File: src/inc/phv_defs.svh
// Register map, field positions, reset values and counts of the playback path
`ifndef PHV_DEFS_SVH
`define PHV_DEFS_SVH

`define PHV_ADDR_CTRL 12'h000
`define PHV_ADDR_PCM_VOL 12'h004
`define PHV_ADDR_PDM_VOL 12'h008
`define PHV_ADDR_STATUS 12'h00c

`define PHV_F_CORNER 2:0
`define PHV_F_RATEMUL 4:3
`define PHV_F_RAMP 6:5
`define PHV_F_SRC 7
`define PHV_F_AMP 12:8
`define PHV_F_VOL 7:0

`define PHV_CORNER_RST 3'h1
`define PHV_CORNER_BYPASS 3'h0
`define PHV_CORNER_RSVD 3'h7
`define PHV_RATEMUL_RST 2'h0
`define PHV_RATEMUL_RSVD 2'h3
`define PHV_RAMP_RST 2'h0
`define PHV_RAMP_EVERY4 2'h1
`define PHV_RAMP_EVERY8 2'h2
`define PHV_RAMP_OFF 2'h3
`define PHV_RAMP_CNT1 3'h0
`define PHV_RAMP_CNT4 3'h3
`define PHV_RAMP_CNT8 3'h7
`define PHV_AMP_RST 5'h10
`define PHV_AMP_MAX 5'h14
`define PHV_VOL_RST 8'h00
`define PHV_VOL_MAX 8'hc8
`define PHV_VOL_MUTE 8'hc9
`define PHV_STEPS_6DB 8'h0c
`define PHV_HPF_FRAC 8
`define PHV_FIFO_DEPTH 8

`endif

File: src/inc/phv_pkg.sv
// Types shared by the playback path modules
package phv_pkg;
    typedef logic signed [15:0] phv_sample_t;
    typedef struct packed {
        logic pdm;
        phv_sample_t s;
    } phv_item_t;
    localparam int PHV_ITEM_W = $bits(phv_item_t);
endpackage : phv_pkg

File: src/inc/phv_stream_if.sv
// Valid/ready stream carrier between the path and its sample FIFO
`timescale 1ns/1ps
interface phv_stream_if #(parameter int W = 17);
    logic valid;
    logic ready;
    logic [W-1:0] data;
    modport prod (output valid, output data, input ready);
    modport cons (input valid, input data, output ready);
endinterface : phv_stream_if

File: src/verilog/phv_fifo.sv
// Sample FIFO with registered full and empty flags
`timescale 1ns/1ps
module phv_fifo #(
    parameter int W = 17,
    parameter int DEPTH = 8
) (
    input wire logic clk,
    input wire logic rst_n,
    phv_stream_if.cons wr,
    phv_stream_if.prod rd
);
    localparam int AW = $clog2(DEPTH);
    localparam logic [AW:0] FULL_CNT = (AW+1)'(DEPTH);

    logic [W-1:0] mem [DEPTH];
    logic [AW-1:0] wptr_reg;
    logic [AW-1:0] rptr_reg;
    logic [AW:0] cnt_reg;
    logic [AW:0] cnt_next;
    logic full_reg;
    logic empty_reg;
    wire push = wr.valid & ~full_reg;
    wire pop = rd.ready & ~empty_reg;

    assign wr.ready = ~full_reg;
    assign rd.valid = ~empty_reg;
    assign rd.data = mem[rptr_reg];
    assign cnt_next = cnt_reg + (AW+1)'(push) - (AW+1)'(pop);

    always_ff @(posedge clk) begin
        if (push) begin
            mem[wptr_reg] <= wr.data;
        end
    end

    always_ff @(posedge clk or negedge rst_n) begin
        if (!rst_n) begin
            wptr_reg <= '0;
            rptr_reg <= '0;
            cnt_reg <= '0;
            full_reg <= 1'b0;
            empty_reg <= 1'b1;
        end else begin
            wptr_reg <= push ? AW'((wptr_reg + 1'b1) % DEPTH) : wptr_reg;
            rptr_reg <= pop ? AW'((rptr_reg + 1'b1) % DEPTH) : rptr_reg;
            cnt_reg <= cnt_next;
            full_reg <= (cnt_next == FULL_CNT);
            empty_reg <= (cnt_next == '0);
        end
    end
endmodule : phv_fifo

File: src/verilog/phv_path.sv
// Playback high-pass filter and dual digital volume path with APB registers
//
// Overview of operation
// (RULE1) The high-pass filter acts on PCM samples only, never on PDM samples.
// (RULE2) A corner code of zero bypasses the filter so PCM passes unfiltered.
// (RULE3) Codes 1-6 give corners 1.8-735 Hz in the 44.1 kHz family, 1 resets, 7 is reserved.
// (RULE4) The same codes give 2-800 Hz in the 48 kHz family, 7 reserved.
// (RULE5) PCM and PDM streams each have their own volume setting.
// (RULE6) A 5-bit level code sets 11 to 21 dBV in 0.5 dB steps, resets to 0x10, above 0x14 reserved.
// (RULE7) Each volume count attenuates 0.5 dB, 0x00 is 0 dB and resets, 0xc8 is -100 dB.
// (RULE8) Volume codes 0xc9 to 0xff mute their stream.
// (RULE9) On a volume change the applied attenuation moves gradually unless ramping is off.
// (RULE10) Ramp code 0 steps every sample, 1 every 4 samples, 2 every 8 samples.
// (RULE11) Ramp code 3 applies a new volume at once.
// (RULE12) A host that ramps volume itself should turn device ramping off.
// (RULE13) The source bit picks PCM when zero and PDM when one.
// (RULE14) A ramp stops exactly on target and restarts from the applied value on a new target.
//
// The APB slave port and the register addresses are this design's own decisions.
`timescale 1ns/1ps
`include "phv_defs.svh"
module phv_path (
    input wire logic pclk,
    input wire logic presetn,
    input wire logic [11:0] paddr,
    input wire logic psel,
    input wire logic penable,
    input wire logic pwrite,
    input wire logic [31:0] pwdata,
    output logic [31:0] prdata,
    output logic pready,
    output logic pslverr,
    input wire phv_pkg::phv_sample_t pcm_data,
    input wire logic pcm_valid,
    input wire phv_pkg::phv_sample_t pdm_data,
    input wire logic pdm_valid,
    output logic sample_in_ready,
    output phv_pkg::phv_sample_t out_data,
    output logic out_valid,
    input wire logic out_ready,
    output logic [4:0] amp_level
);
    import phv_pkg::*;

    // ------------------------------------------------------------
    // Decoding helpers
    // ------------------------------------------------------------
    function automatic logic [15:0] vol_mant(input logic [3:0] idx);
        unique case (idx)
            4'h0: vol_mant = 16'h8000;
            4'h1: vol_mant = 16'h78d7;
            4'h2: vol_mant = 16'h7215;
            4'h3: vol_mant = 16'h6bb3;
            4'h4: vol_mant = 16'h65ad;
            4'h5: vol_mant = 16'h5ffd;
            4'h6: vol_mant = 16'h5a9e;
            4'h7: vol_mant = 16'h558c;
            4'h8: vol_mant = 16'h50c3;
            4'h9: vol_mant = 16'h4c3f;
            4'ha: vol_mant = 16'h47fb;
            4'hb: vol_mant = 16'h43f4;
            default: vol_mant = 16'h0000;
        endcase
    endfunction : vol_mant

    function automatic logic [4:0] corner_shift(input logic [2:0] code, input logic [1:0] mul);
        logic [4:0] base;
        base = 5'h0;
        // Pole at 1-2^-k puts the corner near fs*2^-k/(2*pi)
        unique case (code)
            3'h1: base = 5'h0c;
            3'h2: base = 5'h07;
            3'h3: base = 5'h06;
            3'h4: base = 5'h05;
            3'h5: base = 5'h04;
            3'h6: base = 5'h03;
            default: base = 5'h00;
        endcase
        corner_shift = base + {3'h0, mul};
    endfunction : corner_shift

    function automatic logic [7:0] vol_target(input logic [7:0] code);
        vol_target = (code > `PHV_VOL_MAX) ? `PHV_VOL_MUTE : code;
    endfunction : vol_target

    // ------------------------------------------------------------
    // APB register slave
    // ------------------------------------------------------------
    logic [2:0] corner_reg;
    logic [1:0] ratemul_reg;
    logic [1:0] ramp_reg;
    logic src_reg;
    logic [4:0] amp_reg;
    logic [7:0] vol_code_reg [2];
    logic [7:0] att_reg [2];
    logic pready_reg;
    logic pslverr_reg;
    logic [31:0] prdata_reg;
    logic [31:0] rd_mux;
    logic fifo_full_seen;

    wire acc = psel & penable & pready_reg;
    wire wr_en = acc & pwrite;
    wire hit_ctrl = (paddr == `PHV_ADDR_CTRL);
    wire hit_pcm = (paddr == `PHV_ADDR_PCM_VOL);
    wire hit_pdm = (paddr == `PHV_ADDR_PDM_VOL);
    wire hit_stat = (paddr == `PHV_ADDR_STATUS);
    wire addr_ok = hit_ctrl | hit_pcm | hit_pdm | hit_stat;
    wire wr_ctrl = wr_en & hit_ctrl;
    wire [2:0] wr_corner = pwdata[`PHV_F_CORNER];
    wire [1:0] wr_ratemul = pwdata[`PHV_F_RATEMUL];
    wire [4:0] wr_amp = pwdata[`PHV_F_AMP];
    wire corner_ok = (wr_corner != `PHV_CORNER_RSVD);
    wire ratemul_ok = (wr_ratemul != `PHV_RATEMUL_RSVD);
    wire amp_ok = (wr_amp <= `PHV_AMP_MAX);
    wire ramping = (att_reg[0] != vol_target(vol_code_reg[0]))
                 | (att_reg[1] != vol_target(vol_code_reg[1]));

    assign rd_mux = hit_ctrl ? {19'h0, amp_reg, src_reg, ramp_reg, ratemul_reg, corner_reg}
                  : hit_pcm ? {24'h0, vol_code_reg[0]}
                  : hit_pdm ? {24'h0, vol_code_reg[1]}
                  : hit_stat ? {14'h0, fifo_full_seen, ramping, att_reg[1], att_reg[0]}
                  : 32'h0;

    always_ff @(posedge pclk or negedge presetn) begin
        if (!presetn) begin
            pready_reg <= 1'b0;
            pslverr_reg <= 1'b0;
            prdata_reg <= 32'h0;
        end else begin
            pready_reg <= psel & ~penable & ~pready_reg;
            pslverr_reg <= psel & ~penable & ~addr_ok;
            prdata_reg <= (psel & ~penable & ~pwrite) ? rd_mux : 32'h0;
        end
    end

    // Reserved codes are refused and the old value kept
    always_ff @(posedge pclk or negedge presetn) begin
        if (!presetn) begin
            corner_reg <= `PHV_CORNER_RST;
            ratemul_reg <= `PHV_RATEMUL_RST;
            ramp_reg <= `PHV_RAMP_RST;
            src_reg <= 1'b0;
            amp_reg <= `PHV_AMP_RST;
        end else if (wr_ctrl) begin
            corner_reg <= corner_ok ? wr_corner : corner_reg; // [RULE3] [RULE4]
            ratemul_reg <= ratemul_ok ? wr_ratemul : ratemul_reg;
            ramp_reg <= pwdata[`PHV_F_RAMP]; // [RULE10]
            src_reg <= pwdata[`PHV_F_SRC]; // [RULE13]
            amp_reg <= amp_ok ? wr_amp : amp_reg; // [RULE6]
        end
    end

    assign prdata = prdata_reg;
    assign pready = pready_reg;
    assign pslverr = pslverr_reg;
    assign amp_level = amp_reg;

    // ------------------------------------------------------------
    // Source selection into the sample FIFO
    // ------------------------------------------------------------
    phv_stream_if #(.W(PHV_ITEM_W)) fin ();
    phv_stream_if #(.W(PHV_ITEM_W)) fout ();
    phv_item_t in_item;
    phv_item_t head;

    assign in_item.pdm = src_reg; // [RULE13]
    assign in_item.s = src_reg ? pdm_data : pcm_data;
    assign fin.valid = src_reg ? pdm_valid : pcm_valid;
    assign fin.data = in_item;
    assign sample_in_ready = fin.ready;
    assign head = fout.data;

    phv_fifo #(.W(PHV_ITEM_W), .DEPTH(`PHV_FIFO_DEPTH)) u_fifo (
        .clk(pclk),
        .rst_n(presetn),
        .wr(fin),
        .rd(fout)
    );

    always_ff @(posedge pclk or negedge presetn) begin
        if (!presetn) begin
            fifo_full_seen <= 1'b0;
        end else begin
            fifo_full_seen <= ~fin.ready;
        end
    end

    // ------------------------------------------------------------
    // High-pass filter
    // ------------------------------------------------------------
    logic out_valid_reg;
    phv_sample_t out_data_reg;
    logic signed [25:0] hx_reg;
    logic signed [25:0] hy_reg;

    assign fout.ready = ~out_valid_reg | out_ready;
    wire pop = fout.valid & fout.ready;
    wire hpf_on = ~head.pdm & (corner_reg != `PHV_CORNER_BYPASS); // [RULE1] [RULE2]
    wire [4:0] hshift = corner_shift(corner_reg, ratemul_reg); // [RULE3] [RULE4]
    wire signed [25:0] hx = 26'(head.s) <<< `PHV_HPF_FRAC;
    wire signed [25:0] hy = hx - hx_reg + hy_reg - (hy_reg >>> hshift);
    wire signed [25:0] hy_int = hy >>> `PHV_HPF_FRAC;
    wire hy_hi = hy_int > 26'sh0007fff;
    wire hy_lo = hy_int < -26'sh0008000;
    wire phv_sample_t hy_sat = hy_hi ? 16'sh7fff : hy_lo ? -16'sh8000 : hy_int[15:0];
    wire phv_sample_t filt = hpf_on ? hy_sat : head.s;

    always_ff @(posedge pclk or negedge presetn) begin
        if (!presetn) begin
            hx_reg <= '0;
            hy_reg <= '0;
        end else if (pop & hpf_on) begin
            hx_reg <= hx;
            hy_reg <= hy;
        end
    end

    // ------------------------------------------------------------
    // Volume ramp, one attenuation per stream on one shared step counter
    // ------------------------------------------------------------
    logic [2:0] ramp_cnt_reg;
    wire [2:0] ramp_top = (ramp_reg == `PHV_RAMP_EVERY4) ? `PHV_RAMP_CNT4
                        : (ramp_reg == `PHV_RAMP_EVERY8) ? `PHV_RAMP_CNT8
                        : `PHV_RAMP_CNT1; // [RULE10]
    wire ramp_step = pop & (ramp_cnt_reg >= ramp_top);
    wire ramp_off = (ramp_reg == `PHV_RAMP_OFF);

    always_ff @(posedge pclk or negedge presetn) begin
        if (!presetn) begin
            ramp_cnt_reg <= 3'h0;
        end else if (pop) begin
            ramp_cnt_reg <= ramp_step ? 3'h0 : ramp_cnt_reg + 3'h1;
        end
    end

    wire [1:0] vol_wr = {wr_en & hit_pdm, wr_en & hit_pcm}; // [RULE5]
    genvar gi;
    generate
        for (gi = 0; gi < 2; gi++) begin : g_vol
            wire [7:0] tgt = vol_target(vol_code_reg[gi]); // [RULE8]
            always_ff @(posedge pclk or negedge presetn) begin
                if (!presetn) begin
                    vol_code_reg[gi] <= `PHV_VOL_RST;
                    att_reg[gi] <= `PHV_VOL_RST;
                end else begin
                    if (vol_wr[gi]) begin
                        vol_code_reg[gi] <= pwdata[`PHV_F_VOL];
                    end
                    if (ramp_off) begin
                        att_reg[gi] <= tgt; // [RULE11]
                    end else if (ramp_step && att_reg[gi] < tgt) begin
                        att_reg[gi] <= att_reg[gi] + 8'h1; // [RULE9] [RULE14]
                    end else if (ramp_step && att_reg[gi] > tgt) begin
                        att_reg[gi] <= att_reg[gi] - 8'h1; // [RULE9] [RULE14]
                    end
                end
            end
        end
    endgenerate

    // ------------------------------------------------------------
    // Gain stage and output register
    // ------------------------------------------------------------
    wire [7:0] att = head.pdm ? att_reg[1] : att_reg[0]; // [RULE5]
    wire [7:0] att_exp = att / `PHV_STEPS_6DB; // [RULE7]
    wire [7:0] att_idx = att % `PHV_STEPS_6DB;
    wire [15:0] mant = vol_mant(att_idx[3:0]);
    wire signed [32:0] prod = filt * $signed({1'b0, mant});
    wire signed [32:0] scaled = (prod >>> 15) >>> att_exp;
    wire phv_sample_t gained = (att > `PHV_VOL_MAX) ? 16'sh0000 : scaled[15:0]; // [RULE8]

    always_ff @(posedge pclk or negedge presetn) begin
        if (!presetn) begin
            out_valid_reg <= 1'b0;
            out_data_reg <= '0;
        end else if (fout.ready) begin
            out_valid_reg <= fout.valid;
            out_data_reg <= fout.valid ? gained : out_data_reg;
        end
    end

    assign out_valid = out_valid_reg;
    assign out_data = out_data_reg;
endmodule : phv_path

File: config.mk
export PLATFORM = sky130hd
export DESIGN_NAME = phv_path
export DESIGN_NICKNAME = d
export VERILOG_FILES = /design/src/inc/phv_pkg.sv /design/src/inc/phv_stream_if.sv /design/src/verilog/phv_fifo.sv /design/src/verilog/phv_path.sv
export VERILOG_INCLUDE_DIRS = /design/src /design/src/inc
export SDC_FILE = /design/constraint.sdc
export NUM_CORES = 1
export LEC_CHECK = 0
export BUFFER_PORTS_ARGS = -buffer_cell sky130_fd_sc_hd__buf_2
export CAP_MARGIN = 20
export CORE_MARGIN = 10
export CORE_UTILIZATION = 61
export DETAILED_ROUTE_END_ITERATION = 16
export GPL_ROUTABILITY_DRIVEN = 0
export PLACE_DENSITY = 0.79
export REMOVE_ABC_BUFFERS = 1
export SYNTH_ARGS = -nofsm -noshare
export SYNTH_HDL_FRONTEND = slang
export SYNTH_HIERARCHICAL = 1
export SYNTH_SLANG_ARGS = --single-unit
File: constraint.sdc
create_clock -name pclk -period 15.81 [get_ports pclk]
set_clock_uncertainty 0.2 [all_clocks]
set_input_delay 2.3715 -clock pclk [delete_from_list [all_inputs] [get_ports pclk]]
set_output_delay 2.3715 -clock pclk [all_outputs]
set_load 0.02 [all_outputs]
==> results.md <==
- **Synth area leader** sky130_fd_sc_hd__fa_1
- **worst-path cell with the longest stage delay** sky130_fd_sc_hd__fa_1
- **remaining routing DRC violations** 0
- **final clock period utilization by the worst path** 94.5%
- **fill cell count** 3324
- **peak per-stage delay on the critical path** 0.58 ns
- **first-pass GRT wire length** 115000 um
- **worst relative slew slack** 23.1%
- **clock root buffer** sky130_fd_sc_hd__clkbuf_16
- **area taken by multi-input logic gates** 17500 um2
- **overall via count from detail_route** 21800
- **worst slack, placed** 1.05 ns
- **type of origin of the critical path** register
- **Worst-Skew Late Latency** 0.59 ns
- **Initial Util** 61.5%
- **Worst Setup End Kind** register
- **height of the die** 231 um
- **type of the worst min-delay path** reg -> reg
- **WS Path Type** reg -> reg
- **register area** 7590 um2
- **Top-Level Pins** 141
- **Mapped Cells** 2815
- **die boundary width** 231 um
- **top flip-flop cell by instance count after synthesis** sky130_fd_sc_hd__dfrtp_1
- **arrival time of the worst setup path** 15.19 ns
- **die area** 53200 um2
- **flop2flop setup slack** 0.86 ns
- **final number of max-transition violations** 0
- **via count of the first global-routing pass** 22000
- **count of H-tree levels built during CTS** 1
- **number of design-rule violations left by the first detailed-router iteration** 2365
- **# nets final** 3405
- **maximum count of clock buffers along a single path** 3
- **# hold bufs at CTS** 0
- **post-route setup TNS** 0 ns
- **Vias/cell** 6.22
- **unrepaired setup endpoints after global routing** false
- **routed wire length per instance** 20.3 um
- **maximum fanout encountered on the critical timing path** 14
- **first-pass iteration count of the detailed router** 6
- **number of flops mapped to enable cells by yosys** 136
- **top post-synthesis cells by count** sky130_fd_sc_hd__inv_1, sky130_fd_sc_hd__nand2_1, sky130_fd_sc_hd__nor2_1, sky130_fd_sc_hd__fa_1, sky130_fd_sc_hd__ha_1
- **most used cell along the critical path** sky130_fd_sc_hd__fa_1
- **area of the mapped netlist** 27100 um2
- **clock buffers created by TritonCTS** 29
- **share of layout cells above drive strength 1** 12.3%
- **area growth from synthesis to layout** 7.79%
- **count of buffers from port buffering** 107
- **required time worst endpoint** 16.06 ns
- **maximum capacitance violations** 0
- **fraction of synthesis flops using an asynchronous set or reset pin** 50.7%
- **Final ANT Viol Nets** 0
- **Tmin final** 14.95 ns
- **Sink Count** 276
- **Setup-failing EPs final** 0
- **run status** complete, no violations
- **Finished Core Util** 66.3%
- **final wirelength** 71100 um
- **DP HPWL** 54200 um
- **most frequent cell after synthesis** sky130_fd_sc_hd__inv_1
- **number of different library cells in the post-synthesis netlist** 102
- **achievable clock frequency** 66.9 MHz
- **register area share after synthesis** 28.0%
- **Fin. Hold Viols** 0
- **grt total ovfl** 0
- **global-route usage over all layers** 26.7%
- **maximum number of pins on one net before global-route repair** 74
- **largest cells by area after synthesis** sky130_fd_sc_hd__fa_1, sky130_fd_sc_hd__edfxtp_1, sky130_fd_sc_hd__dfrtp_1, sky130_fd_sc_hd__ha_1, sky130_fd_sc_hd__inv_1
- **final instance count without filler cells** 3499
- **antenna violations before repair** 0
- **clock edge transition at the registers on the reported setup and hold paths** 0.06 ns
- **# placed instances** 3442
- **yosys warns** 6
- **Least-Margin Pin Slew** 1.14 ns
- **fraction of synthesized cell area taken by the top area cell type** 17.2%
- **clock tree from TritonCTS** done
- **Final Worst Setup Slack** 0.864 ns
- **count of state elements after synthesis** 276
- **syn_area_per_cell** 9.62 um2
- **number of rows in the core area** 77
- **core outline area** 44000 um2
- **# diodes** 0
- **Largest register FFs** 136
[layout make-up]
class,instances,area share [%]
Multi-Input combinational cell,2030,60.0
Sequential cell,276,26.0
Inverter,395,5.08
Timing Repair Buffer,154,3.15
Clock buffer,39,2.81
Tap cell,592,2.54
Clock inverter,13,0.364
[layout by cell type (no fill, tap or decap), drive strengths merged, types with 22 or more instances in the layout]
| master | count |
|---|---|
| inv | 397 |
| nand2 | 311 |
| nor2 | 244 |
| fa | 233 |
| ha | 202 |
| buf | 152 |
| a21oi | 147 |
| dfrtp | 137 |
| edfxtp | 136 |
| o21ai | 122 |
| a21o | 76 |
| mux2 | 76 |
| mux2i | 50 |
| nor3 | 46 |
| xnor2 | 44 |
| mux4 | 42 |
| clkbuf | 41 |
| nand3 | 40 |
| a211oi | 27 |
| nand2b | 24 |
| a31oi | 22 |
| a22oi | 22 |
| and3 | 22 |
[critical path: cells and delay by family (launching register included)]
family	cells	cell delay, ns
adders and majority gates	12	5.54
AOI/OAI and AO/OA	13	3.36
and+or+nand+nor	15	3.35
buffers and inverters	9	1.05
DFF	1	0.53
muxes	1	0.45
xor gates and xnor gates	1	0.34
[cell families after synthesis]
| group | Yosys count | share of synthesized area (%) |
|---|---|---|
| and+or+nand+nor | 778 | 12.8 |
| AOI/OAI and AO/OA | 570 | 13.9 |
| buffers and inverters | 522 | 7.64 |
| adders and majority gates | 435 | 26.6 |
| DFF | 276 | 28.0 |
| muxes | 168 | 8.94 |
| xor gates and xnor gates | 65 | 2.16 |
| other | 1 | 0.0139 |
[final timing paths]
kind                                from                 to  cells after the start
max                        corner_reg[2]       out_data[11]                     51
min                         out_data[13]       out_data[13]                      1
max reg2reg                corner_reg[2]       out_data[11]                     51
min reg2reg                 out_data[13]       out_data[13]                      1
max in group asynchronous        presetn          hy_reg[5]                      2
min in group asynchronous        presetn  u_fifo/cnt_reg[3]                      1
[repair_timing]
item,in CTS,in global routing
resized for setup,0,3
endpoints found under the setup margin,0,8
setup buffers,0,0
[through the flow]
step	instance area (um2)	hold WS, ns
6_report	29200	0.276
5_1_grt	29200	0.295
4_1_cts	29100	0.280
3_5_place_dp	28200	0.260
3_3_place_gp	28200	0.225
2_1_floorplan	26500	0.251
[routing by layer]
metal / part of all wire [%] / global-route usage (%)
met1: 38 / 33.1
met2: 49 / 45.3
met3: 9.2 / 5.14
met4: 4.2 / 10.6
met5: 0 / 0
Power is not shown: default switching activity piles up to over one toggle a cycle in this logic, so the estimate is an artifact.
